`src/verilog/qctu_defines.svh`:
```
`ifndef QCTU_DEFINES_SVH
`define QCTU_DEFINES_SVH

// ************************************************
// clock and external event timing
// ************************************************
`define QCTU_SYSCLK_PERIOD_NS 4
`define QCTU_EVENT_RATE_DIV 4
`define QCTU_MIN_LEVEL_CYCLES 2

// ************************************************
// prescaler and divider counts
// ************************************************
`define QCTU_DIV4_LAST 2'h3
`define QCTU_DIV12_LAST 6'h0B
`define QCTU_DIV48_LAST 6'h2F
`define QCTU_EXT_DIV8_LAST 3'h7

// ************************************************
// prescale select codes
// ************************************************
`define QCTU_PRESCALE_DIV12 2'h0
`define QCTU_PRESCALE_DIV4 2'h1
`define QCTU_PRESCALE_DIV48 2'h2
`define QCTU_PRESCALE_EXT8 2'h3

// ************************************************
// flag positions and reset values
// ************************************************
`define QCTU_FLAG_T0 0
`define QCTU_FLAG_T1 1
`define QCTU_FLAG_T2L 2
`define QCTU_FLAG_T2H 3
`define QCTU_FLAG_T3L 4
`define QCTU_FLAG_T3H 5
`define QCTU_COUNT_RESET 16'h0000
`define QCTU_FLAGS_RESET 6'h00

`endif

```
`src/verilog/qctu_pkg.sv`:
```
package qctu_pkg;

	// ************************************************
	// timer 0/1 operating modes
	// ************************************************
	typedef enum logic [1:0] {
		QCTU_MODE_13BIT,
		QCTU_MODE_16BIT,
		QCTU_MODE_8BIT_RELOAD,
		QCTU_MODE_SPLIT
	} qctu_t01_mode_type;

	typedef struct packed {
		logic [15:0] t0;
		logic [15:0] t1;
		logic [15:0] t2;
		logic [15:0] t3;
		logic [5:0] flags;
		logic [1:0] div4;
		logic [5:0] div12;
		logic [5:0] div48;
		logic [2:0] ext_div;
		logic wake;
		logic irq;
	} qctu_state_type;

	typedef struct packed {
		logic s1;
		logic s2;
		logic s3;
		logic fall;
	} qctu_sync_type;

endpackage : qctu_pkg

```
`src/verilog/qctu_fall_sync.sv`:
```
`timescale 1ns/1ns
// ************************************************
// two-flop synchroniser with falling edge pulse
// ************************************************
module qctu_fall_sync (
	input wire logic i_clk,
	input wire logic i_sys_rst,
	input wire logic i_pin,
	output logic o_level,
	output logic o_fall
);
	qctu_pkg::qctu_sync_type state_reg;
	qctu_pkg::qctu_sync_type state_next;

	always_comb begin
		state_next = state_reg;
		state_next.s1 = i_pin;
		state_next.s2 = state_reg.s1;
		state_next.s3 = state_reg.s2;
		// one pulse per edge, needs each level held two cycles
		state_next.fall = state_reg.s3 & ~state_reg.s2;
	end

	always_ff @(posedge i_clk) begin
		if (i_sys_rst) begin
			state_reg <= '0;
		end else begin
			state_reg <= state_next;
		end
	end

	assign o_level = state_reg.s2;
	assign o_fall = state_reg.fall;
endmodule : qctu_fall_sync

```
`src/verilog/qctu_timer_unit.sv`:
```
`timescale 1ns/1ns
`include "qctu_defines.svh"
// Overview of operation
// - four counter/timers are provided, two classic 16-bit timers and two 16-bit auto-reload timers.
// - timers 0 and 1 run in 13-bit, 16-bit or 8-bit auto-reload mode, and timer 0 alone can split in two bytes.
// - timers 2 and 3 run as one 16-bit auto-reload timer or as two 8-bit timers each with its own reload.
// - timer 3 keeps counting the external oscillator in suspend and its overflow wakes the device.
// - timers 0 and 1 take one of five clocks chosen by their sysclk select bits and the prescale field.
// - each of timers 0 and 1 independently counts the prescaled clock or the raw system clock.
// - timers 2 and 3 count the system clock, the system clock over 12, or the external clock over 8.
// - in counter mode timers 0 and 1 advance once per falling edge on their count input.
// - external events are counted reliably only up to a quarter of the system clock rate.
// - prescale codes give system clock over 12, 4, 48, or external clock over 8 synchronised.
// - the sysclk select bit picks the system clock when set and is ignored in counter mode.
// - a 13-bit wrap from all ones to zero sets the overflow flag and requests an interrupt when enabled.
// - a timer runs only when its run control is set and its gate is off or its interrupt input is active.
module qctu_timer_unit (
	input wire logic i_clk,
	input wire logic i_sys_rst,
	input wire logic i_count_input_zero,
	input wire logic i_count_input_one,
	input wire logic i_ext_osc_clk,
	input wire logic i_external_interrupt_input_zero,
	input wire logic i_external_interrupt_input_one,
	input wire logic [1:0] i_int_active_level,
	input wire logic [1:0] i_timer0_mode,
	input wire logic [1:0] i_timer1_mode,
	input wire logic [1:0] i_counter_mode,
	input wire logic [1:0] i_gate_enable,
	input wire logic [3:0] i_run_control,
	input wire logic i_timer0_sysclk_select,
	input wire logic i_timer1_sysclk_select,
	input wire logic [1:0] i_prescale_select,
	input wire logic [1:0] i_t23_split,
	input wire logic [1:0] i_t23_ext_clock,
	input wire logic [1:0] i_t23_low_sysclk,
	input wire logic [1:0] i_t23_high_sysclk,
	input wire logic [15:0] i_timer2_reload,
	input wire logic [15:0] i_timer3_reload,
	input wire logic [3:0] i_load_select,
	input wire logic [15:0] i_load_value,
	input wire logic [5:0] i_flag_clear,
	input wire logic [5:0] i_irq_enable,
	input wire logic i_suspend,
	output logic [15:0] o_timer0_count,
	output logic [15:0] o_timer1_count,
	output logic [15:0] o_timer2_count,
	output logic [15:0] o_timer3_count,
	output logic [5:0] o_overflow_flags,
	output logic o_timer_irq,
	output logic o_wake
);
	qctu_pkg::qctu_state_type state_reg;
	qctu_pkg::qctu_state_type state_next;
	logic cnt0_fall, cnt1_fall;
	logic ext_fall, external_interrupt_input_zero_level, int1_level;

	// ************************************************
	// input synchronisers
	// ************************************************
	qctu_fall_sync u_sync_cnt0 (.i_clk(i_clk), .i_sys_rst(i_sys_rst), .i_pin(i_count_input_zero),
		.o_level(), .o_fall(cnt0_fall));
	qctu_fall_sync u_sync_cnt1 (.i_clk(i_clk), .i_sys_rst(i_sys_rst), .i_pin(i_count_input_one),
		.o_level(), .o_fall(cnt1_fall));
	qctu_fall_sync u_sync_ext (.i_clk(i_clk), .i_sys_rst(i_sys_rst), .i_pin(i_ext_osc_clk),
		.o_level(), .o_fall(ext_fall));
	qctu_fall_sync u_sync_external_interrupt_input_zero (.i_clk(i_clk), .i_sys_rst(i_sys_rst), .i_pin(i_external_interrupt_input_zero),
		.o_level(external_interrupt_input_zero_level), .o_fall());
	qctu_fall_sync u_sync_int1 (.i_clk(i_clk), .i_sys_rst(i_sys_rst), .i_pin(i_external_interrupt_input_one),
		.o_level(int1_level), .o_fall());

	// ************************************************
	// step functions
	// ************************************************
	// returns {overflow, value}; split mode moves only the low byte here
	function automatic logic [16:0] step_t01(input logic [15:0] v, input logic [1:0] mode);
		logic [16:0] r;
		r = {1'b0, v};
		case (qctu_pkg::qctu_t01_mode_type'(mode))
			qctu_pkg::QCTU_MODE_13BIT: begin
				// upper three low-byte bits are left untouched
				r = {({v[15:8], v[4:0]} == 13'h1FFF), v[15:8] + {7'h00, (v[4:0] == 5'h1F)}, v[7:5], v[4:0] + 5'h01};
			end
			qctu_pkg::QCTU_MODE_16BIT: begin
				r = {(v == 16'hFFFF), v + 16'h0001};
			end
			qctu_pkg::QCTU_MODE_8BIT_RELOAD: begin
				r = (v[7:0] == 8'hFF) ? {1'b1, v[15:8], v[15:8]} : {1'b0, v[15:8], v[7:0] + 8'h01};
			end
			default: begin
				r = {(v[7:0] == 8'hFF), v[15:8], v[7:0] + 8'h01};
			end
		endcase
		return r;
	endfunction : step_t01

	// returns {high overflow, low overflow, value}
	function automatic logic [17:0] step_t23(input logic [15:0] v, input logic [15:0] rl, input logic split,
		input logic tl, input logic th);
		logic [17:0] r;
		r = {2'b00, v};
		if (!split) begin
			if (tl) begin
				r = (v == 16'hFFFF) ? {2'b10, rl} : {2'b00, v + 16'h0001};
			end
		end else begin
			if (tl) begin
				r[16] = (v[7:0] == 8'hFF);
				r[7:0] = r[16] ? rl[7:0] : v[7:0] + 8'h01;
			end
			if (th) begin
				r[17] = (v[15:8] == 8'hFF);
				r[15:8] = r[17] ? rl[15:8] : v[15:8] + 8'h01;
			end
		end
		return r;
	endfunction : step_t23

	// ************************************************
	// next state
	// ************************************************
	logic d4, d12, d48, ext8, pre_tick, awake, run0, run1, tick0, tick0h, tick1;
	logic base2, base3, tl2, th2, tl3, th3, t0_split;
	logic [16:0] s0, s1;
	logic [17:0] s2, s3;
	logic [5:0] set_flags;

	always_comb begin
		state_next = state_reg;
		d4 = (state_reg.div4 == `QCTU_DIV4_LAST);
		d12 = (state_reg.div12 == `QCTU_DIV12_LAST);
		d48 = (state_reg.div48 == `QCTU_DIV48_LAST);
		ext8 = ext_fall && (state_reg.ext_div == `QCTU_EXT_DIV8_LAST);
		state_next.div4 = state_reg.div4 + 2'h1;
		state_next.div12 = d12 ? 6'h00 : state_reg.div12 + 6'h01;
		state_next.div48 = d48 ? 6'h00 : state_reg.div48 + 6'h01;
		state_next.ext_div = state_reg.ext_div + {2'h0, ext_fall};
		case (i_prescale_select)
			`QCTU_PRESCALE_DIV12: pre_tick = d12;
			`QCTU_PRESCALE_DIV4: pre_tick = d4;
			`QCTU_PRESCALE_DIV48: pre_tick = d48;
			default: pre_tick = ext8;
		endcase
		awake = !i_suspend;
		// gate lets an interrupt input level hold the timer off
		run0 = i_run_control[0] && (!i_gate_enable[0] || (external_interrupt_input_zero_level == i_int_active_level[0]));
		run1 = i_run_control[1] && (!i_gate_enable[1] || (int1_level == i_int_active_level[1]));
		// five sources: four prescale codes plus raw sysclk
		tick0 = awake && run0 && (i_counter_mode[0] ? cnt0_fall : (i_timer0_sysclk_select || pre_tick));
		tick1 = awake && run1 && (i_counter_mode[1] ? cnt1_fall : (i_timer1_sysclk_select || pre_tick));
		// split timer 0 high byte borrows timer 1 run control, as a timer only
		t0_split = (i_timer0_mode == 2'h3);
		tick0h = awake && t0_split && i_run_control[1] && (i_timer1_sysclk_select || pre_tick);
		s0 = step_t01(state_reg.t0, i_timer0_mode);
		s1 = step_t01(state_reg.t1, i_timer1_mode);
		set_flags = 6'h00;
		if (tick0) begin
			state_next.t0[7:0] = s0[7:0];
			if (!t0_split) begin
				state_next.t0[15:8] = s0[15:8];
			end
			set_flags[`QCTU_FLAG_T0] = s0[16];
		end
		if (tick0h) begin
			state_next.t0[15:8] = state_reg.t0[15:8] + 8'h01;
			set_flags[`QCTU_FLAG_T1] = (state_reg.t0[15:8] == 8'hFF);
		end
		// timer 1 split mode holds its count; it has no split of its own
		if (tick1 && (i_timer1_mode != 2'h3)) begin
			state_next.t1 = s1[15:0];
			if (!t0_split) begin
				set_flags[`QCTU_FLAG_T1] = s1[16];
			end
		end
		// timers 2 and 3: sysclk, sysclk over 12 or external over 8
		base2 = i_t23_ext_clock[0] ? ext8 : d12;
		base3 = i_t23_ext_clock[1] ? ext8 : d12;
		tl2 = awake && i_run_control[2] && (i_t23_low_sysclk[0] || base2);
		th2 = awake && i_run_control[2] && (i_t23_high_sysclk[0] || base2);
		// in suspend only the external divider tick still advances timer 3
		tl3 = i_run_control[3] && (i_suspend ? (i_t23_ext_clock[1] && ext8) : (i_t23_low_sysclk[1] || base3));
		th3 = i_run_control[3] && (i_suspend ? (i_t23_ext_clock[1] && ext8) : (i_t23_high_sysclk[1] || base3));
		s2 = step_t23(state_reg.t2, i_timer2_reload, i_t23_split[0], tl2, th2);
		s3 = step_t23(state_reg.t3, i_timer3_reload, i_t23_split[1], tl3, th3);
		state_next.t2 = s2[15:0];
		state_next.t3 = s3[15:0];
		set_flags[`QCTU_FLAG_T2L] = s2[16];
		set_flags[`QCTU_FLAG_T2H] = s2[17];
		set_flags[`QCTU_FLAG_T3L] = s3[16];
		set_flags[`QCTU_FLAG_T3H] = s3[17];
		state_next.wake = i_suspend && (s3[16] || s3[17]);
		// software load wins over a count in the same cycle
		if (i_load_select[0]) state_next.t0 = i_load_value;
		if (i_load_select[1]) state_next.t1 = i_load_value;
		if (i_load_select[2]) state_next.t2 = i_load_value;
		if (i_load_select[3]) state_next.t3 = i_load_value;
		// set beats clear so no overflow is lost
		state_next.flags = (state_reg.flags & ~i_flag_clear) | set_flags;
		state_next.irq = |(state_next.flags & i_irq_enable);
	end

	always_ff @(posedge i_clk) begin
		if (i_sys_rst) begin
			state_reg <= '0;
			state_reg.t0 <= `QCTU_COUNT_RESET;
			state_reg.t1 <= `QCTU_COUNT_RESET;
			state_reg.t2 <= `QCTU_COUNT_RESET;
			state_reg.t3 <= `QCTU_COUNT_RESET;
			state_reg.flags <= `QCTU_FLAGS_RESET;
		end else begin
			state_reg <= state_next;
		end
	end

	// four counters exposed straight from the state flops
	assign o_timer0_count = state_reg.t0;
	assign o_timer1_count = state_reg.t1;
	assign o_timer2_count = state_reg.t2;
	assign o_timer3_count = state_reg.t3;
	assign o_overflow_flags = state_reg.flags;
	assign o_timer_irq = state_reg.irq;
	assign o_wake = state_reg.wake;
endmodule : qctu_timer_unit

```
`config.mk`:
```
export PLATFORM = sky130hd
export DESIGN_NAME = qctu_timer_unit
export DESIGN_NICKNAME = d
export VERILOG_FILES = /design/src/verilog/qctu_pkg.sv /design/src/verilog/qctu_fall_sync.sv /design/src/verilog/qctu_timer_unit.sv
export VERILOG_INCLUDE_DIRS = /design/src /design/src/verilog
export SDC_FILE = /design/constraint.sdc
export NUM_CORES = 1
export LEC_CHECK = 0
export ABC_AREA = 1
export BUFFER_PORTS_ARGS = -buffer_cell sky130_fd_sc_hd__buf_2
export CELL_PAD_IN_SITES_DETAIL_PLACEMENT = 0
export CELL_PAD_IN_SITES_GLOBAL_PLACEMENT = 2
export CORE_MARGIN = 2
export CORE_UTILIZATION = 32
export DETAILED_ROUTE_END_ITERATION = 6
export MAX_ROUTING_LAYER = met4
export PLACE_DENSITY = 0.86
export SKIP_LAST_GASP = 1
export SYNTH_ARGS = -nofsm -noshare
export SYNTH_HDL_FRONTEND = slang
export SYNTH_SLANG_ARGS = --single-unit
```
`constraint.sdc`:
```
create_clock -name i_clk -period 3.4 [get_ports i_clk]
set_clock_uncertainty 0.05 [all_clocks]
set_input_delay 0.68 -clock i_clk [delete_from_list [all_inputs] [get_ports i_clk]]
set_output_delay 0.68 -clock i_clk [all_outputs]
set_load 0.01 [all_outputs]
```
; ---- Yosys cells after proc, flatten, opt, wreduce, memory -nomap -nowiden
; Cells that the tools add are included.
[totals]
reg_bits = 105
inputBits = 98
elab_cells = 190
output_inout_bits = 72
[classes]
n_bitwise = 10
n_addsub = 19
n_mux = 41
n_reduce_logical = 51
eq_ne = 36
[op_table]
columns = operator, n
row1 = $mux 18, 6
row2 = $pmux 17 s3, 2
row3 = $mux 16, 6
row4 = $mux 8, 10
row5 = $add 16x1->16 const B, 4
row6 = $eq 16x16->1 const B, 4
row7 = $add 8x1->8 const B, 7
row8 = $eq 8x8->1 const B, 7
row9 = $mux 17, 2
row10 = $eq 13x13->1 const B, 2
row11 = $logic_and 1x1->1, 18
row12 = $add 8x1->8, 2
row13 = $mux 1, 14
row14 = $add 6x1->6 const B, 2
row15 = $and 6x6->6, 2
row16 = $reduce_bool 3->1, 4
row17 = $add 5x1->5 const B, 2
row18 = $eq 2x2->1 const B, 5
row19 = $eq 5x5->1 const B, 2
row20 = $logic_or 1x1->1, 9
row21 = $ne 2x2->1 const B, 4
row22 = $reduce_and 2->1, 4
row23 = $reduce_bool 2->1, 4
row24 = $eq 2x1->1 const B, 3
row25 = other kinds (20), 32

; ---- Logic depth before layout (Yosys ltp)
[logic_depth]
ltp_word = 11
ltp_mapped = 15
ltp_nobuf = 15

; ---- Hierarchy
; From an unflattened synthesis, not the netlist that was laid out.
[unflattened]
cells_unflattened = 1319
area_unflattened_um2 = 8513.2
[by_module_without_submodules]
columns = module, cells_per_inst, area_per_inst_um2, seq_area_each_um2, n_inst
row1 = qctu_timer_unit, 1259, 7937.6, 1781.7, 1
row2 = qctu_fall_sync, 12, 115.1, 80.1, 5

; ---- Worst setup path after synthesis
; Ideal clock, no wire load.
[synth_path]
path_type = flip-flop to flip-flop
startpoint = register state_reg (netlist bit o_timer1_count[0])
endpoint = register state_reg (netlist bit o_timer1_count[14])
t_arrival_ns = 1.955
path_slack_ns = 1.325
path_stages_with_launch = 15
period_less_slack_ns = 2.075
path_cell_list = dfxtp_1 -> ha_1 -> nand3_2 -> inv_1 -> ha_1 -> ha_1 -> ha_1 -> inv_1 -> nor2_1 -> a21oi_1 -> o31ai_1 -> nand2_1 -> nand2_1 -> nand2_1 -> a21oi_1
[synth_via]
elab_chain_cells = 5
elab_cells_between_ends = 6
classes_between = 2 x add/sub / 1 x eq/ne / 3 x mux
[synth_rtl]
columns = item, line
row1 = from (decl), qctu_timer_unit.sv:53  ; qctu_pkg::qctu_state_type state_reg;
row2 = from (signal assigned), qctu_timer_unit.sv:211  ; state_reg <= state_next;
row3 = $eq 5x5->1, qctu_timer_unit.sv:82  ; r = {({v[15:8], v[4:0]} == 13'h1FFF), v[15:8] + {7'h00, (v[4:0] == 5'h1F)}, v[7:5], v[4:0] + 5'h01};
row4 = $add 8x1->8, qctu_timer_unit.sv:82
row5 = $pmux 17 s3 *, qctu_timer_unit.sv:79  ; case (qctu_pkg::qctu_t01_mode_type'(mode))
row6 = $mux 16 *, qctu_timer_unit.sv:169  ; if (tick1 && (i_timer1_mode != 2'h3)) begin
row7 = $mux 16 *, qctu_timer_unit.sv:194  ; if (i_load_select[1]) state_next.t1 = i_load_value;
; Every way passes the cells marked *; elsewhere a longest branch is shown, timed or not. The select of a mux whose other input is x is not followed.
; A chain may end at the register's enable or synchronous reset.

; ---- Worst setup path after layout
[layout_path]
startpoint = register state_reg (netlist bit o_timer0_count[0])
endpoint = register state_reg (netlist bit o_timer0_count[14])
[layout_via]
elab_chain_cells = 7
elab_cells_between_ends = 8
classes_between = 2 x add/sub / 1 x eq/ne / 5 x mux
[layout_rtl]
columns = item, line
row1 = $eq 5x5->1, qctu_timer_unit.sv:82
row2 = $add 8x1->8, qctu_timer_unit.sv:82
row3 = $pmux 17 s3 *, qctu_timer_unit.sv:79
row4 = $mux 8 *, qctu_timer_unit.sv:159  ; if (!t0_split) begin
row5 = $mux 16 *, qctu_timer_unit.sv:157  ; if (tick0) begin
row6 = $mux 8 *, qctu_timer_unit.sv:164  ; if (tick0h) begin
row7 = $mux 16 *, qctu_timer_unit.sv:193  ; if (i_load_select[0]) state_next.t0 = i_load_value;
; Marked as above.

==> metrics.csv <==
stage;metric;value;unit
clock_network;post-CTS sizing;0;
synth;Mean Syn Cell Area;6.39;um^2
place;RePlAce Congestion;0.897;
sta;min Tclk post-route;2.49;ns
floorplanning;Die Span Y;166;um
setup_path;endpoint class of the critical path;flip-flop;
floorplanning;core area;0.0258;mm^2
power;PD cells;339;mW/mm^2
synth;Seq/Total Area, Yosys;0.251;
setup_path;WP data arrival;2.74;ns
place;Buffers on Ports;169;
clock_network;Num CTS Buffers;9;
grt;total track usage;0.227;
grt;antenna violations before repair;1;
floorplanning;io pins;170;
sta;Hold Slack;0.357;ns
grt;Overflow after GRT;0;
sta;fmax;0.401;GHz
sta;slew margin rel.;0.475;
clock_network;Setup Buffers After CTS;0;
clock_network;Hold Buf Count CTS;0;
synth;Distinct cells, synth;58;
clock_network;Clock Tree Root;clkbuf_16;
synth;yosys warns;0;
synth;syn nets;1426;
routing;Final ANT Viol Nets;0;
sta;worst-margin pin slew;0.787;ns
final_layout;Sequential cell area;0.00210;mm^2
sta;Final Worst Setup Slack;0.908;ns
sta;aggregate negative setup slack;0;ns
routing;Vias per Instance;5.09;
clock_network;Skew-Pair Late Insertion Delay;0.37;ns
synth;Most used DFF post-synth;dfxtp_1;
outcome;run status;completed;
routing;Pre-antenna DRT Iters;7;
synth;ys async rst share;0;
routing;Routed WL per cell;17.8;um
worst_hold_path;Hold Path Class;reg -> reg;
clock_network;TritonCTS clock tree;done;
grt;first-pass GRT wire length;47500;um
final_layout;layout cell share with drive strength beyond 1;0.187;
floorplanning;# rows;59;
power;peak supply drop;215;uV
synth;EDFF count, synth;0;
synth;post-synth top area share;0.251;
synth;synthesized flop and latch total;105;
clock_network;Clock Pin Slew Worst Setup and Hold Paths;0.08;ns
final_layout;fillers;2900;
floorplanning;initial cell density of the core;0.324;
synth;top cell type by total area after synthesis;dfxtp_1;
sta;fin. max-slew vios;0;
sta;Final setup viols;0;
final_layout;Final Cell Area;0.00930;mm^2
routing;DRC violations left;0;
final_layout;Multi-input gate area;0.00499;mm^2
setup_path;Worst Setup Path Type;reg -> reg;
final_layout;Syn-to-layout area delta;11.1;%
clock_network;Longest Clk Path Bufs;2;
final_layout;# nets final;1511;
final_layout;max reg flops;17;
final_layout;Post-Layout Cell Count;1736;
power;LEAKAGE;4.38;nW
routing;1st-iter DRT viols;680;
place;dpl ws;0.846;ns
sta;unrepaired setup endpoints after global routing;false;
place;Placed Cells;1719;
floorplanning;Die Area;0.0275;mm^2
clock_network;htree depth;3;
final_layout;most frequent cells in the layout;nand2_1, buf_2, inv_1, nor2_1, dfxtp_1;
synth;Post-Syn Area;0.00837;mm^2
place;HPWL Detailed;23700;um
floorplanning;Die Wd;166;um
synth;top cells by area, synth;dfxtp_1, nand2_1, buf_4;
setup_path;Worst Path Required;3.65;ns
synth;Syn Inst Count;1310;
setup_path;Worst Setup Start Kind;flip-flop;
final_layout;most common cell after layout, fill and taps aside;nand2_1;
flow_run;Max-Cap Viols;0;
setup_path;CP Max Fanout;7;
clock_network;Clock Sinks;105;
sta;period utilization;0.733;
routing;via count;8828;
grt;vias in the first global route;8131;
place;dpl cell area;0.00900;mm^2
sta;Hold Violations, Final;0;
routing;Total Wirelength;31000;um
grt;pin count of the biggest net entering global routing;56;
-- layout make-up --
| cell class | count | share of cell area |
|---|---|---|
| multi-input combinational | 948 | 0.537 |
| inverter | 155 | 0.0635 |
| clock buffer | 9 | 0.0242 |
| sequential | 105 | 0.226 |
| antenna | 1 | 0.000269 |
| timing repair buffer | 176 | 0.0966 |
| clock inverter | 7 | 0.00727 |
| tap | 335 | 0.0451 |
-- power by group --
part           switching, W  internal [W]  total (W)  leakage, nW
logic              0.000416      0.000234   0.000650         3.37
registers          0.000113       0.00130    0.00141        0.864
clock network      0.000568      0.000523    0.00109        0.143
-- synthesized netlist by cell type (3+ instances only) --
| master | n |
|---|---|
| a211oi_1 | 3 |
| a21oi_1 | 101 |
| a22oi_1 | 6 |
| a31oi_1 | 12 |
| buf_2 | 5 |
| buf_4 | 73 |
| buf_6 | 3 |
| clkbuf_1 | 20 |
| dfxtp_1 | 105 |
| ha_1 | 18 |
| inv_1 | 140 |
| inv_2 | 10 |
| nand2_1 | 292 |
| nand2_2 | 9 |
| nand2_4 | 4 |
| nand3_1 | 91 |
| nand3b_1 | 3 |
| nand4_1 | 28 |
| nor2_1 | 129 |
| nor2_2 | 9 |
| nor2_4 | 5 |
| nor2_8 | 4 |
| nor3_1 | 15 |
| nor3_2 | 5 |
| nor3b_1 | 5 |
| o211ai_1 | 19 |
| o21ai_0 | 90 |
| o21ai_1 | 16 |
| o21ai_2 | 6 |
| o21bai_1 | 6 |
| o221ai_1 | 4 |
| o22ai_1 | 4 |
| or2_2 | 5 |
| xnor2_1 | 5 |
| xor2_1 | 31 |
-- path summary, 6_finish.rpt --
path	depth (start not counted)	slack, ns	start	end
setup / recovery	14	0.91	o_timer0_count[0]$_SDFFE_PP0P_	o_timer0_count[14]$_SDFFE_PP0P_
hold / removal	2	0.36	u_sync_cnt1.state_next[2]$_SDFF_PP0_	u_sync_cnt1.o_level$_SDFF_PP0_
setup reg to reg	14	0.91	o_timer0_count[0]$_SDFFE_PP0P_	o_timer0_count[14]$_SDFFE_PP0P_
hold reg to reg	2	0.36	u_sync_cnt1.state_next[2]$_SDFF_PP0_	u_sync_cnt1.o_level$_SDFF_PP0_
-- per-stage QoR --
| step | utilization | total power, W |
|---|---|---|
| final | 0.360 | 0.00315 |
| after global routing | 0.360 | 0.00332 |
| after CTS | 0.360 | 0.00318 |
| after detailed placement | 0.348 | 0.00209 |
| after global placement | 0.348 | 0.00209 |
| after floorplan | - | 0.00186 |
-- routing by layer --
layer,global-route usage,up-vias,wire length [um]
met5,-,-,0
met4,0.0684,0,771
met3,0.0423,38,1970
met2,0.340,268,13500
met1,0.310,4097,14700
li1,-,4425,-
-- worst max-delay path, stage by stage (launching register included) --
cell and delay, ns:
dfxtp_1 0.45, ha_1 0.22, nand2_1 0.11, nor2_4 0.18, ha_1 0.18, ha_1 0.17
ha_1 0.19, nand2_1 0.06, inv_1 0.13, nand2_1 0.08, o21ai_0 0.15, nand3_1 0.08
nand2_1 0.09, o21ai_0 0.11, a21oi_1 0.16
-- logic make-up after synthesis --
group                    synth area share
AO/OA/AOI/OAI                       0.187
XOR/XNOR                           0.0377
adder cells (fa/ha/maj)            0.0269
buffers and inverters               0.152
flip-flops                          0.251
multiplexers                      0.00120
AND/OR/NAND/NOR                     0.344
Power figures use the tool's default switching activity.
